**src/pkg/lp_pkg.sv**
```systemverilog
/*
 power-state manager package: command codes, states, timing counts and carrier structs.
 assumes a 25 MHz controller clock.
*/
package lp_pkg;
    localparam int NUM_RANKS = 2;
    localparam int CLK_MHZ = 25;
    // exit latency in ns, rounded up to cycles
    localparam int EXIT_LAT_NS = 200;
    localparam int EXIT_LAT_CYC = (EXIT_LAT_NS * CLK_MHZ + 999) / 1000;
    // minimum self-refresh residency before an impedance update exit
    localparam int COMP_HOLD_NS = 400;
    localparam int COMP_HOLD_CYC = (COMP_HOLD_NS * CLK_MHZ + 999) / 1000;
    localparam int TIMER_W = 16;
    localparam logic [TIMER_W-1:0] PD_IDLE_RST = 16'h0040;
    localparam logic [TIMER_W-1:0] SR_IDLE_RST = 16'h0400;
    localparam logic [TIMER_W-1:0] REF_INTV_RST = 16'h00c3;
    localparam logic [1:0] PRIO_LIMIT = 2'h2;
    // low-power command codes toward the physical layer
    localparam logic [2:0] PHY_CMD_NONE = 3'h0;
    localparam logic [2:0] PHY_CMD_PD_ACT = 3'h1;
    localparam logic [2:0] PHY_CMD_PD_PRE = 3'h2;
    localparam logic [2:0] PHY_CMD_SR = 3'h3;

    typedef enum logic [4:0] {
        SR_RUN = 5'b00001,
        SR_ENTER = 5'b00010,
        SR_HOLD = 5'b00100,
        SR_EXIT = 5'b01000,
        SR_COMP = 5'b10000
    } sr_state_e;

    // per-rank traffic view from the scheduler
    typedef struct packed {
        logic pending;
        logic issued;
        logic bank_open;
    } rank_req_s;

    // per-rank status back toward the scheduler
    typedef struct packed {
        logic clock_enable;
        logic pd_active;
        logic pd_precharge;
        logic ready;
    } rank_stat_s;
endpackage

```
**src/design/lp_idle_timer.sv**
```systemverilog
/*
 idle down-counter: reloads on a restart, reports expiry when it reaches zero.
 assumes the load value is stable while counting.
*/
`timescale 1ns/1ps
`default_nettype none
module lp_idle_timer #(
    parameter int W = 16
) (
    input wire logic i_clk, // controller clock
    input wire logic i_rst, // synchronous reset
    input wire logic i_restart, // reload from i_load
    input wire logic [W-1:0] i_load, // reload value
    output logic o_expired // count has reached zero
);
    logic [W-1:0] cnt_reg;
    logic [W-1:0] cnt_next;

    // count down, hold at zero
    always_comb
    begin
        cnt_next = cnt_reg;
        if (i_restart)
            cnt_next = i_load;
        else if (cnt_reg != '0)
            cnt_next = cnt_reg - 1'b1;
    end

    always_ff @(posedge i_clk)
    begin
        if (i_rst)
            cnt_reg <= '0;
        else
            cnt_reg <= cnt_next;
    end

    // a restart pending this cycle masks expiry so a fresh command never races power-down
    assign o_expired = (cnt_reg == '0) && !i_restart;
endmodule
`default_nettype wire

```
**src/design/lp_rank_pd.sv**
```systemverilog
/*
 one rank's power-down control: drops the rank clock enable when idle, raises it and
 waits the exit latency before the scheduler may issue. assumes the top gates it during
 self-refresh and power-up hold.
*/
`timescale 1ns/1ps
`default_nettype none
module lp_rank_pd (
    input wire logic i_clk, // controller clock
    input wire logic i_rst, // synchronous reset
    input wire logic i_allow, // power-down permitted by top
    input wire logic i_force_low, // top holds clock enable low
    input wire logic [lp_pkg::TIMER_W-1:0] i_pd_idle, // idle timer reload
    input wire lp_pkg::rank_req_s i_req, // traffic view
    output lp_pkg::rank_stat_s o_stat // status and clock enable
);
    logic idle_exp;
    logic pd_reg;
    logic pd_next;
    logic pre_reg;
    logic pre_next;
    logic [3:0] wait_reg;
    logic [3:0] wait_next;
    logic cke_reg;
    logic cke_next;

    lp_idle_timer #(.W(lp_pkg::TIMER_W)) u_timer (
        .i_clk(i_clk),
        .i_rst(i_rst),
        .i_restart(i_req.issued | i_req.pending),
        .i_load(i_pd_idle),
        .o_expired(idle_exp)
    );

    // power-down entry and exit sequencing
    always_comb
    begin
        pd_next = pd_reg;
        pre_next = pre_reg;
        wait_next = wait_reg;
        cke_next = cke_reg;
        if (i_force_low)
        begin
            pd_next = 1'b0;
            cke_next = 1'b0;
            wait_next = 4'(lp_pkg::EXIT_LAT_CYC);
        end
        else if (!pd_reg && i_allow && idle_exp && !i_req.pending)
        begin
            // flavour latched from bank state at entry
            pd_next = 1'b1;
            pre_next = !i_req.bank_open;
            // per-rank clock enable dropped
            cke_next = 1'b0;
        end
        else if (pd_reg && (i_req.pending || !i_allow))
        begin
            // wake the rank and start the exit wait
            pd_next = 1'b0;
            cke_next = 1'b1;
            wait_next = 4'(lp_pkg::EXIT_LAT_CYC);
        end
        else if (!pd_reg && !cke_reg)
        begin
            cke_next = 1'b1;
            wait_next = 4'(lp_pkg::EXIT_LAT_CYC);
        end
        else if (wait_reg != 4'h0)
            wait_next = wait_reg - 4'h1;
    end

    always_ff @(posedge i_clk)
    begin
        if (i_rst)
        begin
            pd_reg <= 1'b0;
            pre_reg <= 1'b0;
            wait_reg <= 4'h0;
            cke_reg <= 1'b0;
        end
        else
        begin
            pd_reg <= pd_next;
            pre_reg <= pre_next;
            wait_reg <= wait_next;
            cke_reg <= cke_next;
        end
    end

    assign o_stat.clock_enable = cke_reg;
    assign o_stat.pd_active = pd_reg && !pre_reg;
    assign o_stat.pd_precharge = pd_reg && pre_reg;
    // no issue until clock enable is up and the latency has passed
    // gated by i_allow so an impedance update wake never opens the rank to commands
    assign o_stat.ready = cke_reg && (wait_reg == 4'h0) && !pd_reg && i_allow;
endmodule
`default_nettype wire

```
**src/design/dram_power_state_manager.sv**
```systemverilog
/*
 memory low-power state manager: per-rank power-down, dynamic and suspend self-refresh,
 impedance update exits, reduced refresh and page close requests.
 assumes a scheduler on the same clock that reports pending traffic and bank state and
 honours the ready, close and refresh outputs; the suspend message arrives on this clock.
*/
// Overview of operation
// power management keeps running whatever the cores' idle state, with no core input.
// an idle rank with an open bank whose timer expired enters active power-down.
// an idle rank with all banks closed whose timer expired enters precharge power-down.
// each rank powers down on its own by dropping its own clock enable bit.
// the power-down flavour is taken from bank state when clock enable drops.
// dynamic self-refresh needs enable, all banks closed, no traffic and an expired timer.
// a request wakes memory from dynamic self-refresh, idle plus timer re-enters it.
// a suspend message puts all memory into self-refresh.
// in self-refresh all outputs but clock enables and reset are disabled.
// a short self-refresh exit and re-entry may run for impedance updates.
// a programmable low-power command selects the physical layer saving mode.
// open pages are closed after idle to save power.
// refresh commands are skipped while memory refreshes itself.
// dynamic self-refresh also needs the upstream priority below two.
// clock enables stay low through power-up until firmware releases them.
// a sleeping rank gets clock enable back and waits the exit latency before commands.
// rank timers restart on commands to the rank, the self-refresh timer on any request.
`timescale 1ns/1ps
`default_nettype none
module dram_power_state_manager #(
    parameter int NR = lp_pkg::NUM_RANKS
) (
    input wire logic I_CLK, // controller clock
    input wire logic I_RST, // synchronous reset
    input wire logic i_CKE_RELEASE, // firmware release of clock enable
    input wire logic i_DYN_SR_EN, // dynamic self-refresh enable
    input wire logic [lp_pkg::TIMER_W-1:0] i_PD_IDLE, // rank idle reload
    input wire logic [lp_pkg::TIMER_W-1:0] i_SR_IDLE, // self-refresh idle reload
    input wire logic [2:0] i_PHY_LP_MODE, // programmed phy low-power mode
    input wire logic i_SUSPEND, // suspend message level
    input wire logic i_COMP_REQ, // impedance update request pulse
    input wire logic i_REQ_ARRIVE, // upstream request arriving
    input wire logic i_QUEUE_BUSY, // command queue not empty
    input wire logic [1:0] i_PRIORITY, // upstream status priority
    input wire lp_pkg::rank_req_s [NR-1:0] i_RANK, // per-rank traffic view
    input wire logic i_DRAM_RESET_REL, // firmware release of dram reset
    output lp_pkg::rank_stat_s [NR-1:0] o_RANK, // per-rank status
    output logic [NR-1:0] o_RANK_CLOCK_ENABLE, // clock enable pins
    output logic o_DRAM_RESET_OUT_N, // dram reset, active low
    output logic o_IO_ENABLE, // other memory outputs enabled
    output logic [2:0] o_PHY_CMD, // low-power command to phy
    output logic o_IN_SELF_REFRESH, // memory in self-refresh
    output logic o_IMPEDANCE_COMP_UPDATE, // impedance update window
    output logic o_CLOSE_PAGES, // page close request
    output logic o_REFRESH_REQ // regular refresh request pulse
);
    lp_pkg::sr_state_e st_reg;
    lp_pkg::sr_state_e st_next;
    logic rel_reg;
    logic rel_next;
    logic rst_n_reg;
    logic rst_n_next;
    logic [2:0] cmd_reg;
    logic [2:0] cmd_next;
    logic [7:0] cnt_reg;
    logic [7:0] cnt_next;
    logic comp_pend_reg;
    logic comp_pend_next;
    logic [lp_pkg::TIMER_W-1:0] ref_reg;
    logic [lp_pkg::TIMER_W-1:0] ref_next;
    logic ref_out_reg;
    logic ref_out_next;
    logic close_reg;
    logic close_next;
    logic sr_exp;
    logic any_open;
    logic any_pend;
    logic any_busy;
    logic sr_now;
    logic [NR-1:0] rank_cke;
    logic [NR-1:0] pd_act;
    logic [NR-1:0] pd_pre;

    // gather rank-wide conditions
    always_comb
    begin
        any_open = 1'b0;
        any_pend = 1'b0;
        for (int r = 0; r < NR; r++)
        begin
            any_open = any_open | i_RANK[r].bank_open;
            any_pend = any_pend | i_RANK[r].pending;
        end
    end
    assign any_busy = any_pend | i_QUEUE_BUSY | i_REQ_ARRIVE;

    // self-refresh idle timer restarts on any request
    lp_idle_timer #(.W(lp_pkg::TIMER_W)) u_sr_timer (
        .i_clk(I_CLK),
        .i_rst(I_RST),
        .i_restart(any_busy),
        .i_load(i_SR_IDLE),
        .o_expired(sr_exp)
    );

    // one power-down controller per rank
    for (genvar g = 0; g < NR; g++)
    begin : g_rank
        // update window wakes ranks, otherwise the exit would never reach the memory
        lp_rank_pd u_pd (
            .i_clk(I_CLK),
            .i_rst(I_RST),
            .i_allow(st_reg == lp_pkg::SR_RUN),
            .i_force_low(!rel_reg || (st_reg != lp_pkg::SR_RUN && st_reg != lp_pkg::SR_EXIT
                                      && st_reg != lp_pkg::SR_COMP)),
            .i_pd_idle(i_PD_IDLE),
            .i_req(i_RANK[g]),
            .o_stat(o_RANK[g])
        );
        assign rank_cke[g] = o_RANK[g].clock_enable;
        assign pd_act[g] = o_RANK[g].pd_active;
        assign pd_pre[g] = o_RANK[g].pd_precharge;
    end

    // firmware release and dram reset are sticky once given
    always_comb
    begin
        // clock enable stays low until released
        rel_next = rel_reg | i_CKE_RELEASE;
        rst_n_next = rst_n_reg | i_DRAM_RESET_REL;
    end

    // no core state input
    // self-refresh state machine
    always_comb
    begin
        st_next = st_reg;
        cnt_next = cnt_reg;
        cmd_next = cmd_reg;
        comp_pend_next = comp_pend_reg | i_COMP_REQ;
        case (st_reg)
            lp_pkg::SR_RUN:
            begin
                // active power-down outranks precharge when ranks differ
                if (|pd_act)
                    cmd_next = lp_pkg::PHY_CMD_PD_ACT;
                else if (|pd_pre)
                    cmd_next = lp_pkg::PHY_CMD_PD_PRE;
                else
                    cmd_next = lp_pkg::PHY_CMD_NONE;
                // suspend forces self-refresh regardless of enable
                if (rel_reg && i_SUSPEND && !any_busy)
                    st_next = lp_pkg::SR_ENTER;
                // dynamic entry conditions
                else if (rel_reg && i_DYN_SR_EN && !any_open && !any_busy && sr_exp
                         && i_PRIORITY < lp_pkg::PRIO_LIMIT)
                    st_next = lp_pkg::SR_ENTER;
            end
            lp_pkg::SR_ENTER:
            begin
                // programmed phy mode sent on entry
                cmd_next = i_PHY_LP_MODE;
                cnt_next = 8'(lp_pkg::COMP_HOLD_CYC);
                st_next = lp_pkg::SR_HOLD;
            end
            lp_pkg::SR_HOLD:
            begin
                if (cnt_reg != 8'h0)
                    cnt_next = cnt_reg - 8'h1;
                // request wakes from dynamic self-refresh, suspend keeps it
                if (!i_SUSPEND && (any_busy || !i_DYN_SR_EN))
                begin
                    st_next = lp_pkg::SR_EXIT;
                    cnt_next = 8'(lp_pkg::EXIT_LAT_CYC);
                end
                // brief exit for impedance update after minimum residency
                else if (comp_pend_reg && cnt_reg == 8'h0)
                begin
                    st_next = lp_pkg::SR_COMP;
                    comp_pend_next = i_COMP_REQ;
                    cnt_next = 8'(lp_pkg::EXIT_LAT_CYC);
                end
            end
            lp_pkg::SR_COMP:
            begin
                cmd_next = lp_pkg::PHY_CMD_NONE;
                if (cnt_reg != 8'h0)
                    cnt_next = cnt_reg - 8'h1;
                else
                    st_next = lp_pkg::SR_ENTER;
            end
            lp_pkg::SR_EXIT:
            begin
                cmd_next = lp_pkg::PHY_CMD_NONE;
                if (cnt_reg != 8'h0)
                    cnt_next = cnt_reg - 8'h1;
                else
                    st_next = lp_pkg::SR_RUN;
            end
            default:
                st_next = lp_pkg::SR_RUN;
        endcase
    end

    // close idle pages once every rank is quiet; R13: skip refresh in self-refresh
    always_comb
    begin
        close_next = any_open && !any_busy && sr_exp && st_reg == lp_pkg::SR_RUN;
        ref_next = ref_reg;
        ref_out_next = 1'b0;
        if (sr_now)
            ref_next = lp_pkg::REF_INTV_RST;
        else if (ref_reg == '0)
        begin
            ref_next = lp_pkg::REF_INTV_RST;
            ref_out_next = rel_reg;
        end
        else
            ref_next = ref_reg - 1'b1;
    end

    always_ff @(posedge I_CLK)
    begin
        if (I_RST)
        begin
            st_reg <= lp_pkg::SR_RUN;
            cnt_reg <= 8'h0;
            cmd_reg <= lp_pkg::PHY_CMD_NONE;
            comp_pend_reg <= 1'b0;
            rel_reg <= 1'b0;
            rst_n_reg <= 1'b0;
            ref_reg <= lp_pkg::REF_INTV_RST;
            ref_out_reg <= 1'b0;
            close_reg <= 1'b0;
        end
        else
        begin
            st_reg <= st_next;
            cnt_reg <= cnt_next;
            cmd_reg <= cmd_next;
            comp_pend_reg <= comp_pend_next;
            rel_reg <= rel_next;
            rst_n_reg <= rst_n_next;
            ref_reg <= ref_next;
            ref_out_reg <= ref_out_next;
            close_reg <= close_next;
        end
    end

    // outputs other than clock enable and reset parked during self-refresh
    assign sr_now = (st_reg == lp_pkg::SR_HOLD) || (st_reg == lp_pkg::SR_ENTER);
    assign o_IO_ENABLE = rel_reg && !sr_now && st_reg != lp_pkg::SR_COMP;
    assign o_RANK_CLOCK_ENABLE = rank_cke;
    assign o_DRAM_RESET_OUT_N = rst_n_reg;
    assign o_PHY_CMD = cmd_reg;
    assign o_IN_SELF_REFRESH = sr_now;
    assign o_IMPEDANCE_COMP_UPDATE = (st_reg == lp_pkg::SR_COMP);
    assign o_CLOSE_PAGES = close_reg;
    assign o_REFRESH_REQ = ref_out_reg;
endmodule
`default_nettype wire

```
**config.mk**
```make
export PLATFORM = sky130hd
export DESIGN_NAME = dram_power_state_manager
export DESIGN_NICKNAME = d
export VERILOG_FILES = /design/src/pkg/lp_pkg.sv /design/src/design/lp_idle_timer.sv /design/src/design/lp_rank_pd.sv /design/src/design/dram_power_state_manager.sv
export SDC_FILE = /design/constraint.sdc
export NUM_CORES = 1
export LEC_CHECK = 0
export ABC_AREA = 1
export BUFFER_PORTS_ARGS = -buffer_cell sky130_fd_sc_hd__buf_4
export CAP_MARGIN = 15
export CORE_MARGIN = 2
export CORE_UTILIZATION = 30
export CTS_CLUSTER_SIZE = 14
export DETAILED_ROUTE_END_ITERATION = 7
export PLACE_DENSITY = 0.58
export SLEW_MARGIN = 20
export SYNTH_ARGS = -nofsm -noshare
export SYNTH_HDL_FRONTEND = slang
export SYNTH_SLANG_ARGS = --single-unit
```
**constraint.sdc**
```tcl
create_clock -name I_CLK -period 3.26 [get_ports I_CLK]
set_input_delay 0.652 -clock I_CLK [delete_from_list [all_inputs] [get_ports I_CLK]]
set_output_delay 0.652 -clock I_CLK [all_outputs]
set_load 0.01 [all_outputs]
```
==> results of run 1 <==
[logic make-up (layout without fill, tap and decap cells)]
kind of cell	count (synthesis)	after routing	share of synthesized area (%)
AND/OR/NAND/NOR	423	423	34.67
AO/OA/AOI/OAI	141	141	13.93
buffers and inverters	135	207	9.333
flip-flops	99	99	34.87
XOR/XNOR	31	31	4.777
adder cells (fa/ha/maj)	11	11	2.421
[final timing paths]
path / start / end / cells past startpoint
setup / recovery: st_reg[2]$_SDFFE_PP0P_ / o_IO_ENABLE / 5
hold / removal: ref_reg[0]$_SDFF_PP1_ / ref_reg[0]$_SDFF_PP1_ / 1
setup reg to reg: g_rank[0].u_pd.u_timer.cnt_reg[0]$_SDFFE_PP0P_ / g_rank[0].u_pd.u_timer.cnt_reg[15]$_SDFFE_PP0P_ / 11
hold reg to reg: ref_reg[0]$_SDFF_PP1_ / ref_reg[0]$_SDFF_PP1_ / 1
[per-stage QoR]
step / cells / hold WS [ns]
3_5_place_dp: 1131 / 0.4276
6_report: 1146 / 0.4426
4_1_cts: 1146 / 0.4434
2_1_floorplan: 840 / 0.4048
5_1_grt: 1146 / 0.4697
3_3_place_gp: 1131 / 0.4323
[layout make-up]
class	instances	area (um^2)	share of cell area, %
Sequential cell	99	1982	29.25
Inverter	117	440.4	6.499
Multi-Input combinational cell	606	3172	46.81
Clock inverter	4	73.82	1.089
Tap cell	234	292.8	4.321
Timing Repair Buffer	75	563.0	8.309
Clock buffer	11	252.7	3.730
[worst max-delay path, cell delays in order, from the launching register on]
cell and delay (ns):
sky130_fd_sc_hd__dfxtp_1 0.35, sky130_fd_sc_hd__nor2_4 0.20, sky130_fd_sc_hd__nand4_1 0.22, sky130_fd_sc_hd__nand2_2 0.21
sky130_fd_sc_hd__nor3_1 0.07, sky130_fd_sc_hd__buf_4 0.14
[synth_stat cells]
library cell,n,area (um^2)
sky130_fd_sc_hd__o211a_1,1,10.01
sky130_fd_sc_hd__o21ai_0,52,260.3
sky130_fd_sc_hd__clkinv_1,1,3.750
sky130_fd_sc_hd__nor3_2,5,50.05
sky130_fd_sc_hd__inv_1,104,390.4
sky130_fd_sc_hd__nand4_1,25,156.4
sky130_fd_sc_hd__nor2_2,6,37.54
sky130_fd_sc_hd__a211oi_2,1,12.51
sky130_fd_sc_hd__a31oi_1,9,56.30
sky130_fd_sc_hd__nor4_1,4,25.02
sky130_fd_sc_hd__nand4_2,1,12.51
sky130_fd_sc_hd__or2_0,1,6.260
sky130_fd_sc_hd__a211oi_1,9,67.56
sky130_fd_sc_hd__nand2_2,9,56.30
sky130_fd_sc_hd__xor2_1,17,148.9
sky130_fd_sc_hd__o21a_1,2,15.01
sky130_fd_sc_hd__or2_2,7,43.79
sky130_fd_sc_hd__a22oi_1,1,7.510
sky130_fd_sc_hd__nand3b_1,1,7.510
sky130_fd_sc_hd__buf_4,4,30.03
sky130_fd_sc_hd__nand2_1,143,536.8
sky130_fd_sc_hd__nand3_4,1,17.52
sky130_fd_sc_hd__o21ai_1,4,20.02
sky130_fd_sc_hd__o22ai_1,2,12.51
sky130_fd_sc_hd__o21ai_2,1,8.760
sky130_fd_sc_hd__buf_2,6,30.03
sky130_fd_sc_hd__nor2_1,144,540.5
sky130_fd_sc_hd__ha_1,11,137.6
sky130_fd_sc_hd__nand2_4,3,33.78
sky130_fd_sc_hd__clkinv_2,1,5.000
sky130_fd_sc_hd__o31ai_1,1,7.510
sky130_fd_sc_hd__dfxtp_1,99,1982
sky130_fd_sc_hd__nor2_4,9,101.4
sky130_fd_sc_hd__o211ai_1,5,37.54
sky130_fd_sc_hd__nor3_1,21,105.1
sky130_fd_sc_hd__a21oi_1,50,250.2
sky130_fd_sc_hd__nand3_1,38,190.2
sky130_fd_sc_hd__clkbuf_1,8,30.03
sky130_fd_sc_hd__a311oi_1,3,26.28
sky130_fd_sc_hd__xnor2_1,14,122.6
sky130_fd_sc_hd__nand3_2,5,50.05
sky130_fd_sc_hd__inv_2,11,41.29
[report_power, final]
group | internal, mW | switching [mW] | leakage, nW | total (mW)
sequential | 1.30 | 0.0828 | 0.815 | 1.38
clock | 0.711 | 0.485 | 0.162 | 1.20
combinational | 0.335 | 0.599 | 2.09 | 0.934
total | 2.35 | 1.17 | 3.07 | 3.51
[layer usage]
| layer | vias to the layer above | share of wire (%) |
|---|---|---|
| li1 | 2870 | - |
| met1 | 2504 | 48 |
| met4 | 0 | 0.72 |
| met2 | 84 | 47 |
| met5 | - | 0 |
| met3 | 9 | 4.9 |
[cell usage in the layout (no fill, tap or decap), types with 9 or more instances in the layout]
cell / n
sky130_fd_sc_hd__nor2_1: 144
sky130_fd_sc_hd__nand2_1: 143
sky130_fd_sc_hd__inv_1: 104
sky130_fd_sc_hd__dfxtp_1: 99
sky130_fd_sc_hd__buf_4: 75
sky130_fd_sc_hd__o21ai_0: 52
sky130_fd_sc_hd__a21oi_1: 50
sky130_fd_sc_hd__nand3_1: 38
sky130_fd_sc_hd__nand4_1: 25
sky130_fd_sc_hd__nor3_1: 21
sky130_fd_sc_hd__xor2_1: 17
sky130_fd_sc_hd__xnor2_1: 14
sky130_fd_sc_hd__inv_2: 11
sky130_fd_sc_hd__ha_1: 11
sky130_fd_sc_hd__nor2_4: 9
sky130_fd_sc_hd__nand2_2: 9
sky130_fd_sc_hd__a31oi_1: 9
sky130_fd_sc_hd__a211oi_1: 9
sky130_fd_sc_hd__clkbuf_16: 9
==> results.md, run 1 <==
* Top-level I/O count at 71
* Slew of the pin with the lowest slew margin at approximately 0.55 ns
* First-pass iteration count of the detailed router at 4
* Worst endpoint data arrival time at between 1.5 and 2 ns
* HPWL after detailed placement at 11,530 um
* Post-synthesis register bit count at 99
* Number of buffers created by CTS at 9
* Class of the most critical hold timing path: register to register
* Number of nets still failing antenna checks after routing at 0
* GR Layer Usage met1 at 20.39%
* Fin Clk Skew at roughly 0.0056 ns
* Detailed Route Iter0 Violations at 261
* Max Freq at 0.4568 GHz
* Wire length after detailed routing at 15,080 um
* Minimum period implied by the final worst setup slack at around 2.2 ns
* Number of flip-flops in the largest register at 32
* Max FO, Critical Path at 6
* Largest net degree at the start of global routing at 27
* Total core area at 18,640 um^2
* Design Power at about 3.5 mW
* Critical path endpoint category: primary output
* Number of nets at the end of the flow at 971
* Post-synthesis net count at 903
* Run status: finished clean
* RSZ-0062 raised after global routing: no
* DP Area at 6450 um^2
* Floorplan row count at 50
* First-pass GRT wire length at 24,880 um
* Hold buffers post-CTS at 0
* Final hold vios at 0
* Synth unique cells at 42
* Final Instance Area at 6777 um^2
* Util after Layout at a little over a third
* Horiz. Die Dim at around 140 um
* Area growth, synth to finish at 19.22%
* Worst EP required at 2.61 ns
* Clk sinks at 99
* Share of final-layout standard cells stronger than drive strength 1 at approximately 16%
* Power density of the placed cells at 518.6 nW/um^2
* Clock tree from TritonCTS: built
* Vias in the first global route at just over 5k
* Routed wire length per instance at about 13 um
* Filler Cell Count at 2,028
* Total overflow reported by the global router at 0
* Clock transition at the register clock pins on the worst setup and hold paths after CTS at 0.07 ns
* Static Leakage at slightly above 3 nW
* Antenna diode count at 0
* Die Outline Area at ~20,000 um^2
* Setup CP Type: register to primary output
* Number of setup buffers added after CTS at 0
* Drt drc at 0
* Mapped Avg Cell Area at 6.767 um^2
* Buffers added on ports at 69
* Fraction of met2 tracks used by global routing at 25.75%
* Headroom to the max-slew limit at ~63%
* Number of instances in the synthesized netlist at 840
* Fraction of the yosys area taken by sequential cells at roughly a third
* Cell area after technology mapping at 5684 um^2
* Worst slack at placement at 0.8623 ns
* Slack of the worst reg-to-reg path at 1.40 ns
* YS warnings at 0
* Vias at 5,467
* Cell at the root of the clock tree: sky130_fd_sc_hd__clkbuf_16
* Total global routing track utilization at 15.48%
* Fraction of the cycle the final worst path needs at 67.15%
* Met3 routing resource usage after global routing at under 10%
* Skew-Pair Late Insertion Delay at 0.35 ns
* Effective utilization at floorplan at 30.49%
* Max_cap viols at 0
* Antenna violations before repair at 0
* TNS Setup at 0 ns
* H-tree depth reported by CTS at 3
* Setup Viol. Count Final at 0
* Peak VDD IR at 0.0002672 V
* Setup ws final at 1.071 ns
* Die Height at about 140 um
* Post-DR vias/cell at 4.771
* Worst setup SP type: register
* Maximum buffer depth of the clock tree at 2
* Final count of pins violating max slew at 0
* Peak-usage layer in the global routing report: met2
* Gpl congestion at between 0.8 and 0.9
* Post-CTS Resized at 0
Note: power is estimated with default switching activity, not from simulation.
==> inputs of run 2 (changes only) <==
Settings changed: PLACE_DENSITY 0.58 to 0.59.
Clock period 3.26 ns to 2 ns, I/O delays scaled along.
==> results.md, run 2 (synthesis gave the netlist of run 1 again) <==
* Run status: finished clean
* Critical-path cell list: nor2_4 -> nand4_1 -> nand2_2 -> nor3_1 -> buf_4
* Cell at the root of the clock tree: sky130_fd_sc_hd__clkbuf_16
* Buffers added on ports at 69 (unchanged)
* Setup Viol. Count Final at 0 (unchanged)
* Number of nets still failing antenna checks after routing at 0 (unchanged)
* Class of the most critical hold timing path: primary input to register
* Share of final-layout standard cells stronger than drive strength 1 at 18.49% (+2.0 points)
* Clock transition at the register clock pins on the worst setup and hold paths after CTS at 0.07 ns (about the same)
* Max_cap viols at 0 (unchanged)
* Slew of the pin with the lowest slew margin at 0.4685 ns (-0.08493 ns)
* Final hold vios at 0 (unchanged)
* Worst endpoint data arrival time at 1.52 ns (-0.02 ns)
* Floorplan row count at 50 (unchanged)
* Final Instance Area at 6919 um^2 (+2.1%)
* Vias at 5,509 (+0.77%)
* Detailed Route Iter0 Violations at 256 (-1.9%)
* Number of cells in the finished layout apart from fillers at 1,164 (+1.6%)
* Largest net degree at the start of global routing at 27 (unchanged)
* First-pass iteration count of the detailed router at 4 (unchanged)
* Wire length after detailed routing at 15,230 um (+1.0%)
* Number of flip-flops in the largest register at 32 (unchanged)
* Design Power at 5.680 mW (+62%)
* Headroom to the max-slew limit at 68.73% (+6.0 points)
* Clock tree from TritonCTS: built
* Number of nets at the end of the flow at 988 (+1.8%)
* Total overflow reported by the global router at 0 (unchanged)
* Util after Layout at 37.11% (+0.77 points)
* Critical Path Slowest Stage Cell: sky130_fd_sc_hd__dfxtp_1
* DP Area at 6558 um^2 (+1.7%)
* Max Freq at between 0.5 and 0.6 GHz
* Top-level I/O count at 71 (unchanged)
* Clk sinks at 99 (unchanged)
* Register area at 1983 um^2 (about the same)
* Maximum buffer depth of the clock tree at 2 (unchanged)
* Power density of the placed cells at 820.9 nW/um^2 (+58%)
* Drt drc at 0 (unchanged)
* Placed cell count at 1,142 (+0.97%)
* Maximum single-stage delay on the critical path at 0.35 ns (about the same)
* Minimum hold slack at 0.2343 ns (-0.2083 ns)
* Fin Clk Skew at 0.01197 ns (+0.006398 ns)
* HPWL after detailed placement at 11,720 um (+1.6%)
* Peak VDD IR at 0.0004634 V (+73%)
* Minimum period implied by the final worst setup slack at 1.921 ns
* Number of buffers created by CTS at 9 (unchanged)
* Post-DR vias/cell at 4.733 (-0.79%)
* Antenna violations before repair at 0 (unchanged)
* Area growth, synth to finish at 21.73%
* Multi-input combinational cell area at 3196 um^2 (+0.75%)
* Max FO, Critical Path at 5 (-1)
* Worst EP required at 1.60 ns (-1.01 ns)
* Setup CP Type: register to primary output
* Routed wire length per instance at 13.09 um (-0.54%)
* Die Outline Area at 20,060 um^2 (unchanged)
* Worst setup SP type: register
* Vias in the first global route at 5,162 (+1.6%)
* Filler Cell Count at 2,036 (+0.39%)
* Effective utilization at floorplan at 30.49% (unchanged)
* Total core area at 18,640 um^2 (unchanged)
* Fraction of the cycle the final worst path needs at between 90% and 100%
* Horiz. Die Dim at 141.7 um (unchanged)
* Critical path endpoint category: primary output
* First-pass GRT wire length at 24,860 um (about the same)
* Gpl congestion at 0.8514 (+4.1%)
* Final count of pins violating max slew at 0 (unchanged)
* Static Leakage at 3.154 nW (+2.8%)
* Antenna diode count at 0 (unchanged)
* Highest-count cells in the layout ignoring fill and taps: sky130_fd_sc_hd__nand2_1, sky130_fd_sc_hd__nor2_1, sky130_fd_sc_hd__inv_1
* Die Height at 141.7 um (unchanged)
* Skew-Pair Late Insertion Delay at 0.35 ns (about the same)
* Total global routing track utilization at 15.49% (about the same)
* H-tree depth reported by CTS at 3 (unchanged)
==> run 2: changes by cell type in the layout (fill, tap and decap cells not counted), sizes merged <==
cell    before  now
clkbuf      11   10
bufinv       2    1
buf         75   92
clkinv       4    5
inv        115  117
==> run 2: per-layer routing <==
metal	vias to the layer above	GRT usage, %	part of all wire (%)
met5	-	0	0
met4	0	4.947	1.7
met3	20	4.016	4.8
met2	101	25.57	46
met1	2496	19.80	48
li1	2892	-	-
==> run 2: cell type report <==
cell class              count  share of cell area, %
repair buffers             92                  10.34
inverters                 117                  6.365
multi-input cells         606                  46.18
clock inverters             6                 0.9042
clock buffers              10                  3.309
flip-flops and latches     99                  28.66
well taps                 234                  4.231
==> run 2: path summary, 6_finish.rpt <==
path | to | slack (ns) | cells past startpoint | from
setup / recovery | o_IO_ENABLE | 0.08 | 5 | st_reg[2]$_SDFFE_PP0P_
hold reg to reg | ref_reg[0]$_SDFF_PP1_ | 0.46 | 1 | ref_reg[0]$_SDFF_PP1_
setup reg to reg | g_rank[0].u_pd.u_timer.cnt_reg[14]$_SDFFE_PP0P_ | 0.18 | 11 | g_rank[0].u_pd.u_timer.cnt_reg[0]$_SDFFE_PP0P_
hold / removal | g_rank[0].u_pd.pre_reg$_SDFFE_PP0P_ | 0.23 | 2 | i_RANK[0]
==> run 2: stage by stage <==
| stage | TNS, ns | setup WS, ns |
|---|---|---|
| after floorplan | 0 | 0.4523 |
| after global placement | 0 | 0.1548 |
| after detailed placement | 0 | 0.1649 |
| after CTS | 0 | 0.03165 |
| after global routing | -0.001010 | -0.001010 |
| final | 0 | 0.07937 |
==> run 2: critical path: cells and delay by family (launching register included) <==
family | cells | cell delay (ns)
buf+inv | 1 | 0.14
flops | 1 | 0.35
simple gates | 4 | 0.66
==> run 2: timing repair <==
item	4_1_cts	5_1_grt
hold buffers	0	0
setup buffers	0	6
gates resized for setup	0	6
endpoints found under the setup margin	0	8
==> run 2: report_power, final <==
| part | internal [mW] | switching, mW | total [mW] |
|---|---|---|---|
| Clock | 0.975 | 0.811 | 1.79 |
| Sequential | 2.12 | 0.130 | 2.25 |
| Combinational | 0.641 | 1.00 | 1.64 |
| Total | 3.74 | 1.94 | 5.68 |
